File: config.mk
export PLATFORM = sky130hd
export DESIGN_NAME = vbc_codec_port
export DESIGN_NICKNAME = d
export VERILOG_FILES = /design/src/hw/vbc_pkg.sv /design/src/hw/vbc_biquad.sv /design/src/hw/vbc_codec_port.sv
export SDC_FILE = /design/constraint.sdc
export NUM_CORES = 2
export LEC_CHECK = 0
export ABC_CLOCK_PERIOD_IN_PS = 46600
export BUFFER_PORTS_ARGS = -buffer_cell sky130_fd_sc_hd__clkbuf_2
export CAP_MARGIN = 10
export CORE_MARGIN = 8
export CORE_UTILIZATION = 40
export DETAILED_ROUTE_END_ITERATION = 16
export PLACE_DENSITY = 0.54
export SYNTH_ARGS = -nofsm -noshare
export SYNTH_HDL_FRONTEND = slang
export SYNTH_SLANG_ARGS = --single-unit
export TNS_END_PERCENT = 10
File: constraint.sdc
create_clock -name ref_clk -period 46.6 [get_ports ref_clk]
set_input_delay 2.33 -clock ref_clk [delete_from_list [all_inputs] [get_ports ref_clk]]
set_output_delay 2.33 -clock ref_clk [all_outputs]
set_load 0.01 [all_outputs]
File: src/hw/vbc_pkg.sv
// Purpose: constants for the voiceband codec digital side
// Assumes: 125 MHz ref_clk stands in for the master clock
// Notes: control bits are plain ports, all reset to zero
package vbc_pkg;
  localparam int WORD_NORMAL = 16;
  localparam int WORD_TEST = 13;
  localparam int CLK_DIV_BASE = 5;
  localparam logic [4:0] DIV_MAX_NORMAL = 5'h10;
  localparam logic [4:0] DIV_TEST_EXTRA = 5'h18;
  localparam logic [1:0] SEL_NONE = 2'h0;
  localparam logic [1:0] SEL_NORMAL = 2'h1;
  localparam logic [1:0] SEL_AUX = 2'h2;
  localparam logic [1:0] SEL_BUZZER = 2'h3;
  localparam logic [2:0] GAIN_MIN = 3'h7;
  localparam int STARTUP_FRAMES = 2;
  localparam int MOD_RATE_KHZ = 500;
  localparam int REF_CLK_KHZ = 125000;
  localparam int MOD_DIV = REF_CLK_KHZ / MOD_RATE_KHZ;
  localparam int DECIM = 64;
  localparam int HP_PASS_HZ = 150;
  localparam int HP_STOP_HZ = 100;
  localparam int LP_PASS_HZ = 3300;
  localparam int LP_STOP_HZ = 4400;
  typedef enum logic [1:0] {VBC_IDLE, VBC_START, VBC_SYNC, VBC_SHIFT} vbc_state_t;
endpackage

File: src/hw/vbc_biquad.sv
// Purpose: one second-order section of the voiceband IIR filters
// Assumes: coefficients Q2.14, advance on en pulse
// Notes: cascades give the elliptic high-pass and low-pass
`timescale 1ns/100ps
module vbc_biquad #(
  parameter int W = 16,
  parameter logic signed [15:0] B0 = 16'sh4000,
  parameter logic signed [15:0] B1 = 16'sh0000,
  parameter logic signed [15:0] B2 = 16'sh0000,
  parameter logic signed [15:0] A1 = 16'sh0000,
  parameter logic signed [15:0] A2 = 16'sh0000
) (
  // clock and reset
  input wire logic ref_clk,
  input wire logic rst_n,
  input wire logic clr,
  // sample flow
  input wire logic en,
  input wire logic signed [W-1:0] x,
  output logic signed [W-1:0] y
);
  logic signed [W+17:0] s1_q, s2_q, acc;
  logic signed [W+17:0] y_full;
  assign acc = (B0 * x) + s1_q;
  assign y_full = acc >>> 14;
  assign y = (y_full > $signed((W+18)'(2**(W-1)-1))) ? $signed(W'(2**(W-1)-1)) :
             (y_full < -$signed((W+18)'(2**(W-1)))) ? $signed(W'(-(2**(W-1)))) : y_full[W-1:0];
  always_ff @(posedge ref_clk or negedge rst_n) begin
    if (!rst_n) begin
      s1_q <= '0;
      s2_q <= '0;
    end else if (clr) begin
      s1_q <= '0;
      s2_q <= '0;
    end else if (en) begin
      s1_q <= (B1 * x) - (A1 * y) + s2_q;
      s2_q <= (B2 * x) - (A2 * y);
    end
  end
endmodule

File: src/hw/vbc_codec_port.sv
// Purpose: voiceband codec digital side: filters, output control, serial voice port
// Assumes: control bits arrive as plain ports, synchronous to ref_clk
// Notes: serial port is device master of clock and frame sync
`timescale 1ns/100ps
module vbc_codec_port (
  // clock and reset
  input wire logic ref_clk,
  input wire logic rst_n,
  // control register a
  input wire logic outputs_disable,
  input wire logic [2:0] out_gain,
  input wire logic voice_power_up,
  input wire logic [1:0] out_select,
  input wire logic output_mute,
  // control register b and c
  input wire logic voice_clock_off,
  input wire logic voice_soft_reset,
  input wire logic test_audio_13bit,
  input wire logic serial_out_float,
  input wire logic [4:0] serial_clock_divider,
  // converter side
  input wire logic adc_mod_bit,
  output logic adc_mod_tick,
  output logic dac_mod_bit,
  // serial pins
  output logic voice_serial_clock,
  output logic voice_frame_sync,
  output logic voice_serial_out,
  output logic voice_serial_out_oe_n,
  input wire logic voice_serial_in,
  // analog output control
  output logic normal_out_pair_en,
  output logic aux_out_pair_en,
  output logic buzzer_out_en,
  output logic buzzer_oe_n,
  output logic [2:0] pga_gain,
  output logic pga_power_up,
  // received word toward the dac path
  output logic [15:0] dac_word,
  output logic dac_word_valid,
  input wire logic dac_word_ready
);
  import vbc_pkg::*;

  // ***************
  // section control
  // ***************
  logic run;
  logic frozen;
  assign run = voice_power_up && !voice_soft_reset;
  assign frozen = voice_clock_off;

  // ***************
  // output stage
  // ***************
  logic act;
  logic [2:0] gain_d;
  assign act = voice_power_up && !outputs_disable;
  assign gain_d = output_mute ? GAIN_MIN : out_gain;
  always_ff @(posedge ref_clk or negedge rst_n) begin
    if (!rst_n) begin
      normal_out_pair_en <= 1'b0;
      aux_out_pair_en <= 1'b0;
      buzzer_out_en <= 1'b0;
      buzzer_oe_n <= 1'b1;
      pga_gain <= GAIN_MIN;
      pga_power_up <= 1'b0;
    end else begin
      normal_out_pair_en <= act && out_select == SEL_NORMAL;
      aux_out_pair_en <= act && out_select == SEL_AUX;
      buzzer_out_en <= act && out_select == SEL_BUZZER;
      buzzer_oe_n <= !(act && out_select == SEL_BUZZER);
      pga_gain <= gain_d;
      pga_power_up <= act;
    end
  end

  // ***************
  // adc modulator sampling and decimation
  // ***************
  logic [7:0] mod_cnt_q;
  logic [5:0] dec_cnt_q;
  logic signed [15:0] dec_acc_q, dec_out_q;
  logic mod_tick, dec_tick_q;
  assign mod_tick = run && !frozen && mod_cnt_q == 8'(MOD_DIV - 1);
  always_ff @(posedge ref_clk or negedge rst_n) begin
    if (!rst_n) begin
      mod_cnt_q <= '0;
      dec_cnt_q <= '0;
      dec_acc_q <= '0;
      dec_out_q <= '0;
      dec_tick_q <= 1'b0;
      adc_mod_tick <= 1'b0;
    end else begin
      adc_mod_tick <= mod_tick;
      dec_tick_q <= 1'b0;
      if (!run) begin
        mod_cnt_q <= '0;
        dec_cnt_q <= '0;
        dec_acc_q <= '0;
      end else if (!frozen) begin
        mod_cnt_q <= mod_tick ? 8'h00 : mod_cnt_q + 8'h01;
        if (mod_tick) begin
          dec_cnt_q <= dec_cnt_q + 6'h01;
          if (dec_cnt_q == 6'(DECIM - 1)) begin
            dec_out_q <= 16'((dec_acc_q + (adc_mod_bit ? 16'sh0200 : -16'sh0200)));
            dec_acc_q <= '0;
            dec_tick_q <= 1'b1;
          end else begin
            dec_acc_q <= dec_acc_q + (adc_mod_bit ? 16'sh0200 : -16'sh0200);
          end
        end
      end
    end
  end

  // ***************
  // adc path filter chain: high-pass then low-pass
  // ***************
  logic signed [15:0] hp1, hp2, lp1, lp2, lp3, lp4;
  logic fclr;
  assign fclr = !run;
  vbc_biquad #(.B0(16'sh3c00), .B1(-16'sh7800), .B2(16'sh3c00), .A1(-16'sh7700), .A2(16'sh3a00)) u_hp1 (
    .ref_clk(ref_clk), .rst_n(rst_n), .clr(fclr), .en(dec_tick_q), .x(dec_out_q), .y(hp1));
  vbc_biquad #(.B0(16'sh3e00), .B1(-16'sh7c00), .B2(16'sh3e00), .A1(-16'sh7b00), .A2(16'sh3d00)) u_hp2 (
    .ref_clk(ref_clk), .rst_n(rst_n), .clr(fclr), .en(dec_tick_q), .x(hp1), .y(hp2));
  vbc_biquad #(.B0(16'sh0800), .B1(16'sh0c00), .B2(16'sh0800), .A1(-16'sh2000), .A2(16'sh1000)) u_lp1 (
    .ref_clk(ref_clk), .rst_n(rst_n), .clr(fclr), .en(dec_tick_q), .x(hp2), .y(lp1));
  vbc_biquad #(.B0(16'sh0800), .B1(16'sh0a00), .B2(16'sh0800), .A1(-16'sh1800), .A2(16'sh1800)) u_lp2 (
    .ref_clk(ref_clk), .rst_n(rst_n), .clr(fclr), .en(dec_tick_q), .x(lp1), .y(lp2));
  vbc_biquad #(.B0(16'sh0800), .B1(16'sh0800), .B2(16'sh0800), .A1(-16'sh1000), .A2(16'sh2400)) u_lp3 (
    .ref_clk(ref_clk), .rst_n(rst_n), .clr(fclr), .en(dec_tick_q), .x(lp2), .y(lp3));
  vbc_biquad #(.B0(16'sh0800), .B1(16'sh0600), .B2(16'sh0800), .A1(-16'sh0800), .A2(16'sh3000)) u_lp4 (
    .ref_clk(ref_clk), .rst_n(rst_n), .clr(fclr), .en(dec_tick_q), .x(lp3), .y(lp4));

  // ***************
  // serial clock divider
  // ***************
  logic [4:0] div_ok;
  logic [7:0] half_cnt_q, half_lim;
  logic sclk_q, rise, fall;
  assign div_ok = (serial_clock_divider <= DIV_MAX_NORMAL ||
                   (test_audio_13bit && serial_clock_divider == DIV_TEST_EXTRA)) ?
                  serial_clock_divider : DIV_MAX_NORMAL;
  // period is 5*(1+div) ref clocks; high then low phase split unevenly when odd
  assign half_lim = 8'(CLK_DIV_BASE) * (8'h01 + {3'h0, div_ok});
  assign rise = run && !frozen && half_cnt_q >= half_lim - 8'h01;
  assign fall = run && !frozen && half_cnt_q == (half_lim >> 1) - 8'h01;
  always_ff @(posedge ref_clk or negedge rst_n) begin
    if (!rst_n) begin
      half_cnt_q <= '0;
      sclk_q <= 1'b0;
    end else if (!run) begin
      half_cnt_q <= '0;
      sclk_q <= 1'b0;
    end else if (!frozen) begin
      half_cnt_q <= rise ? 8'h00 : half_cnt_q + 8'h01;
      if (rise) sclk_q <= 1'b1;
      else if (fall) sclk_q <= 1'b0;
    end
  end

  // ***************
  // serial framing and shifting
  // ***************
  vbc_state_t st_q;
  logic [4:0] bit_q;
  logic [1:0] start_q;
  logic [15:0] tx_q, rx_q;
  logic [4:0] wlen;
  logic word_done;
  logic [15:0] rx_word, rx_next;
  assign wlen = test_audio_13bit ? 5'(WORD_TEST) : 5'(WORD_NORMAL);
  // bit_q counts serial periods after the sync period
  assign word_done = st_q == VBC_SHIFT && fall && bit_q == wlen;
  // push takes the word including the bit captured on this edge
  assign rx_next = {rx_q[14:0], voice_serial_in};
  // 13-bit words land in the upper bits of a 16-bit word
  assign rx_word = test_audio_13bit ? {rx_next[12:0], 3'h0} : rx_next;
  always_ff @(posedge ref_clk or negedge rst_n) begin
    if (!rst_n) begin
      st_q <= VBC_IDLE;
      bit_q <= '0;
      start_q <= '0;
      tx_q <= '0;
      rx_q <= '0;
      voice_frame_sync <= 1'b0;
    end else if (!run) begin
      st_q <= VBC_IDLE;
      start_q <= '0;
      voice_frame_sync <= 1'b0;
    end else if (rise) begin
      case (st_q)
        VBC_IDLE: st_q <= VBC_START;
        VBC_START: begin
          start_q <= start_q + 2'h1;
          if (start_q == 2'(STARTUP_FRAMES - 1)) st_q <= VBC_SYNC;
        end
        VBC_SYNC: begin
          voice_frame_sync <= 1'b1;
          st_q <= VBC_SHIFT;
          bit_q <= '0;
        end
        VBC_SHIFT: begin
          // sync period follows the last bit period, word starts one period later
          if (bit_q >= wlen) begin
            voice_frame_sync <= 1'b1;
            bit_q <= '0;
          end else begin
            voice_frame_sync <= 1'b0;
            bit_q <= bit_q + 5'h01;
          end
          if (bit_q == 5'h00) tx_q <= lp4;
          else tx_q <= {tx_q[14:0], 1'b0};
        end
        default: st_q <= VBC_IDLE;
      endcase
    end else if (fall && st_q == VBC_SHIFT && bit_q != 5'h00 && bit_q <= wlen) begin
      rx_q <= rx_next;
    end
  end

  always_ff @(posedge ref_clk or negedge rst_n) begin
    if (!rst_n) begin
      voice_serial_clock <= 1'b0;
      voice_serial_out <= 1'b0;
      voice_serial_out_oe_n <= 1'b1;
    end else begin
      voice_serial_clock <= sclk_q;
      voice_serial_out <= tx_q[15];
      voice_serial_out_oe_n <= !run || serial_out_float;
    end
  end

  // ***************
  // two-entry buffer toward the dac path
  // ***************
  logic [15:0] buf_q [2];
  logic [1:0] cnt_q;
  logic rd_q, wr_q;
  logic push, pop;
  assign push = word_done && cnt_q != 2'h2; // full buffer drops incoming word
  assign pop = cnt_q != 2'h0 && dac_word_ready;
  assign dac_word = buf_q[rd_q];
  assign dac_word_valid = cnt_q != 2'h0;
  always_ff @(posedge ref_clk or negedge rst_n) begin
    if (!rst_n) begin
      buf_q[0] <= '0;
      buf_q[1] <= '0;
      cnt_q <= '0;
      rd_q <= 1'b0;
      wr_q <= 1'b0;
    end else begin
      if (push) begin
        buf_q[wr_q] <= rx_word;
        wr_q <= !wr_q;
      end
      if (pop) rd_q <= !rd_q;
      cnt_q <= cnt_q + {1'b0, push} - {1'b0, pop};
    end
  end

  // ***************
  // dac modulator: first-order sigma-delta
  // ***************
  logic signed [17:0] sd_q;
  always_ff @(posedge ref_clk or negedge rst_n) begin
    if (!rst_n) begin
      sd_q <= '0;
      dac_mod_bit <= 1'b0;
    end else if (!run) begin
      sd_q <= '0;
      dac_mod_bit <= 1'b0;
    end else if (mod_tick) begin
      sd_q <= sd_q + 18'($signed(dac_word)) - (dac_mod_bit ? 18'sh08000 : -18'sh08000);
      dac_mod_bit <= !sd_q[17];
    end
  end

  // ***************
  // checks
  // ***************
  one_output_a: assert property (@(posedge ref_clk) disable iff (!rst_n)
    $onehot0({normal_out_pair_en, aux_out_pair_en, buzzer_out_en})) else $error("two outputs on");
  mute_gain_a: assert property (@(posedge ref_clk) disable iff (!rst_n)
    output_mute |=> pga_gain == GAIN_MIN) else $error("mute not at min gain");
  buzzer_float_a: assert property (@(posedge ref_clk) disable iff (!rst_n)
    out_select != SEL_BUZZER |=> buzzer_oe_n) else $error("buzzer driven");
  disable_off_a: assert property (@(posedge ref_clk) disable iff (!rst_n)
    outputs_disable |=> !pga_power_up && !normal_out_pair_en) else $error("outputs not off");
  float_out_a: assert property (@(posedge ref_clk) disable iff (!rst_n)
    serial_out_float |=> voice_serial_out_oe_n) else $error("serial out driven");
  port_off_a: assert property (@(posedge ref_clk) disable iff (!rst_n)
    !voice_power_up ##1 !voice_power_up |=> !voice_frame_sync) else $error("sync while off");
  freeze_hold_a: assert property (@(posedge ref_clk) disable iff (!rst_n)
    frozen && run |=> $stable(half_cnt_q) && $stable(mod_cnt_q)) else $error("not frozen");
  soft_reset_a: assert property (@(posedge ref_clk) disable iff (!rst_n)
    voice_soft_reset |=> st_q == VBC_IDLE) else $error("soft reset ignored");
  sync_period_a: assert property (@(posedge ref_clk) disable iff (!rst_n)
    rise && voice_frame_sync |=> !voice_frame_sync) else $error("sync longer than one period");
  tx_load_a: assert property (@(posedge ref_clk) disable iff (!rst_n)
    rise && st_q == VBC_SHIFT && bit_q == 5'h00 |=> tx_q == $past(lp4)) else $error("word not loaded");
  gain_code_a: assert property (@(posedge ref_clk) disable iff (!rst_n)
    !output_mute |=> pga_gain == $past(out_gain)) else $error("gain code not applied");
endmodule

==> results.cfg <==
[sta]
timing.final.ws_setup_ns = 11.30
period_share_pct = 75.7
fmax_ghz = 0.0283
worst_hold_slack_ns = 0.386
slew_viol_final = 0
finalClockSkew_ns = 0.0735
maxSlewHeadroom_pct = 23.0
setup_viol = 0
worstMarginPinSlew_ns = 1.15
hold_viol = 0
rsz0062_at_grt = no
fin_crit_ns = 35.30
setup-tns-final_ns = 0

[synth]
yosysSeqAreaShare_pct = 17.5
synth.cell_area_um2 = 58700
async_flop_share_pct = 100
synthFlopType = dfrtp_1
synth_cells = 6977
synth-edff-count = 0
syn_area_per_cell_um2 = 8.41
synth_area_leader_cell = ha_1
ys_warn_count = 0
netlist.area_leader.share_pct = 22.0
synth_top_cells_by_area = ha_1 22%, dfrtp_1 17%, fa_1 9.6%
ys_types = 102
ys_ff_latch = 409

[run]
drv_cap = 0

[global_routing]
grt_overflow_total = 0
met3_usage_pct = 1.88
antenna_found_initial = 1
met1_usage_pct = 28.0
gr-usage-met2_pct = 34.3
top_usage_layer = met2
grt_max_degree = 111
grt_pass1_vias = 47500
gr-usage-all-layers_pct = 20.2
grt_pass1_wl_um = 261000

[critical_path]
critPathMaxStageDelay_ns = 0.86
required_ns = 47.21
cpMaxStageDelayCell = o31ai_2
worstReg2RegStart = dec_out_q[9]
reg2reg_to = u_lp4.s1_q[33]
worst_r2r_path_depth = 140
worstSetupEndpointType = flop
crit_path_start_kind = flop
crit_type = flop to flop
arrival_ns = 35.90
path_common_cell = a21oi_1
crit_fanout = 23
reg2reg_setup_slack_ns = 11.30

[final_layout]
num-fill-cells = 14600
fin_area_um2 = 63000
area_delta_synth_final_pct = 7.47
final_cell_mix = 1042 x inv_1, 1032 x ha_1, 673 x a21oi_1
layout-drive-gt1-share_pct = 4.45
finalNetCount = 8294
final_cells = 8926
final_util_pct = 43.3
layout_commonest_cell = inv_1

[clocking]
clock-sinks = 409
cts_resized = 0
cts_tree = built
clk_latency_ns = 0.71
cts_max_path_buffers = 3
htree_levels = 2
cts_buffers = 58
cts_hold_buf = 0
root_buffer = clkbuf_16
path_clk_slew_ns = 0.07
post-cts-setup-buffers = 0

[die]
die_area_um2 = 159000
start_util_pct = 40.3
die_x_um = 399
design.core.area_um2 = 146000
io_pins = 53
die_h_um = 399
std_cell_rows = 140

[route]
first_pass_iters = 6
viasPerCell = 5.25
vias = 46800
drc = 0
final_antenna_net_count = 0
wire_per_inst_um = 18.0
routed_wl_um = 161000
detail_route.iter0.violations = 2722

[placed_design]
dp_slack_ns = 11.45
gp_congestion = 0.896
place_area_um2 = 61000
dp.cells = 8816
dp_hpwl_um = 130000
port_buffers = 52

[pwr]
vdd_ir_drop_max_mv = 0.161
power-per-cell-area_nw_per_um2 = 76.6
total_power_mw = 4.83
p_leak_nw = 32.4

[min_path]
hold_depth = 0
hp-class = flop to flop
min_from = sclk_q
holdPathEnd = voice_serial_clock

[status]
status = completed
-- where the power goes --
group | internal [mW] | switching (mW) | leakage, nW | total (mW)
combinational | 1.76 | 2.22 | 25.7 | 3.98
sequential | 0.357 | 0.00132 | 5.68 | 0.359
clock | 0.284 | 0.200 | 0.983 | 0.484
total | 2.40 | 2.42 | 32.4 | 4.83
-- state kept, by name, indices dropped and copies added (netlist names), 15 cells and up --
name and flops:
u_lp3.s1_q 23, u_lp4.s1_q 24, u_lp1.s2_q 17, u_lp2.s2_q 20, buf_q 32, u_lp1.s1_q 24
u_lp3.s2_q 21, u_hp1.s1_q 21, tx_q 16, u_hp2.s2_q 23, sd_q 18, u_hp1.s2_q 22
u_hp2.s1_q 25, u_lp4.s2_q 20, rx_q 15, u_lp2.s1_q 23
-- Yosys cell counts (all sizes together), types with 151 or more instances --
cell and n:
mux2i 151, o21bai 205, ha 1032, xnor2 496
a21o 219, inv 1050, a21oi 689, o21ai 310
nand2 326, xor2 162, nor2 567, fa 280
dfrtp 404
-- final cells by class --
cell class / instances / area [um^2] / area share (%)
Multi-Input combinational cell: 5348 / 43800 / 69.5
Sequential cell: 409 / 10200 / 16.3
Inverter: 1051 / 3950 / 6.27
Tap cell: 1917 / 2400 / 3.80
Clock buffer: 76 / 1580 / 2.50
Timing Repair Buffer: 92 / 568 / 0.901
Clock inverter: 32 / 455 / 0.722
Antenna cell: 1 / 2.50 / 0.00397
-- critical path, delay by kind of cell, from the launching register on --
family,cells,cell delay [ns]
AO/OA/AOI/OAI,76,18.73
adder cells (fa/ha/maj),17,6.69
AND/OR/NAND/NOR,30,6.17
buffers and inverters,13,2.37
XOR/XNOR,4,0.63
flip-flops,1,0.53
-- how the worst max path moves through the flow --
stage	start	to	slack, ns	cells after the start
5_1_grt	dec_out_q[11]	u_lp4.s1_q[33]	8.32	142
3_5_place_dp	dec_out_q[9]	u_lp4.s1_q[33]	11.45	136
4_1_cts	dec_out_q[9]	u_lp4.s1_q[33]	11.32	134
2_1_floorplan	dec_out_q[11]	u_lp4.s1_q[33]	16.68	153
6_report	dec_out_q[9]	u_lp4.s1_q[33]	11.30	140
3_3_place_gp	dec_out_q[9]	u_lp4.s1_q[33]	12.30	136
-- per-layer routing --
layer / vias to the layer above / routed length (um)
met5: - / 0
met1: 22400 / 77400
met3: 161 / 5010
met4: 0 / 3190
li1: 23600 / -
met2: 669 / 75300
-- cell families after synthesis --
logic type	count (synthesis)	synth area share [%]
AOI/OAI and AO/OA	1729	18.5
and+or+nand+nor	1469	11.7
adders and majority gates	1312	31.6
buffers and inverters	1221	7.87
xor gates and xnor gates	658	9.82
DFF	409	17.5
muxes	178	3.09
other	1	0.00639
Power figures use the tool's default switching activity.
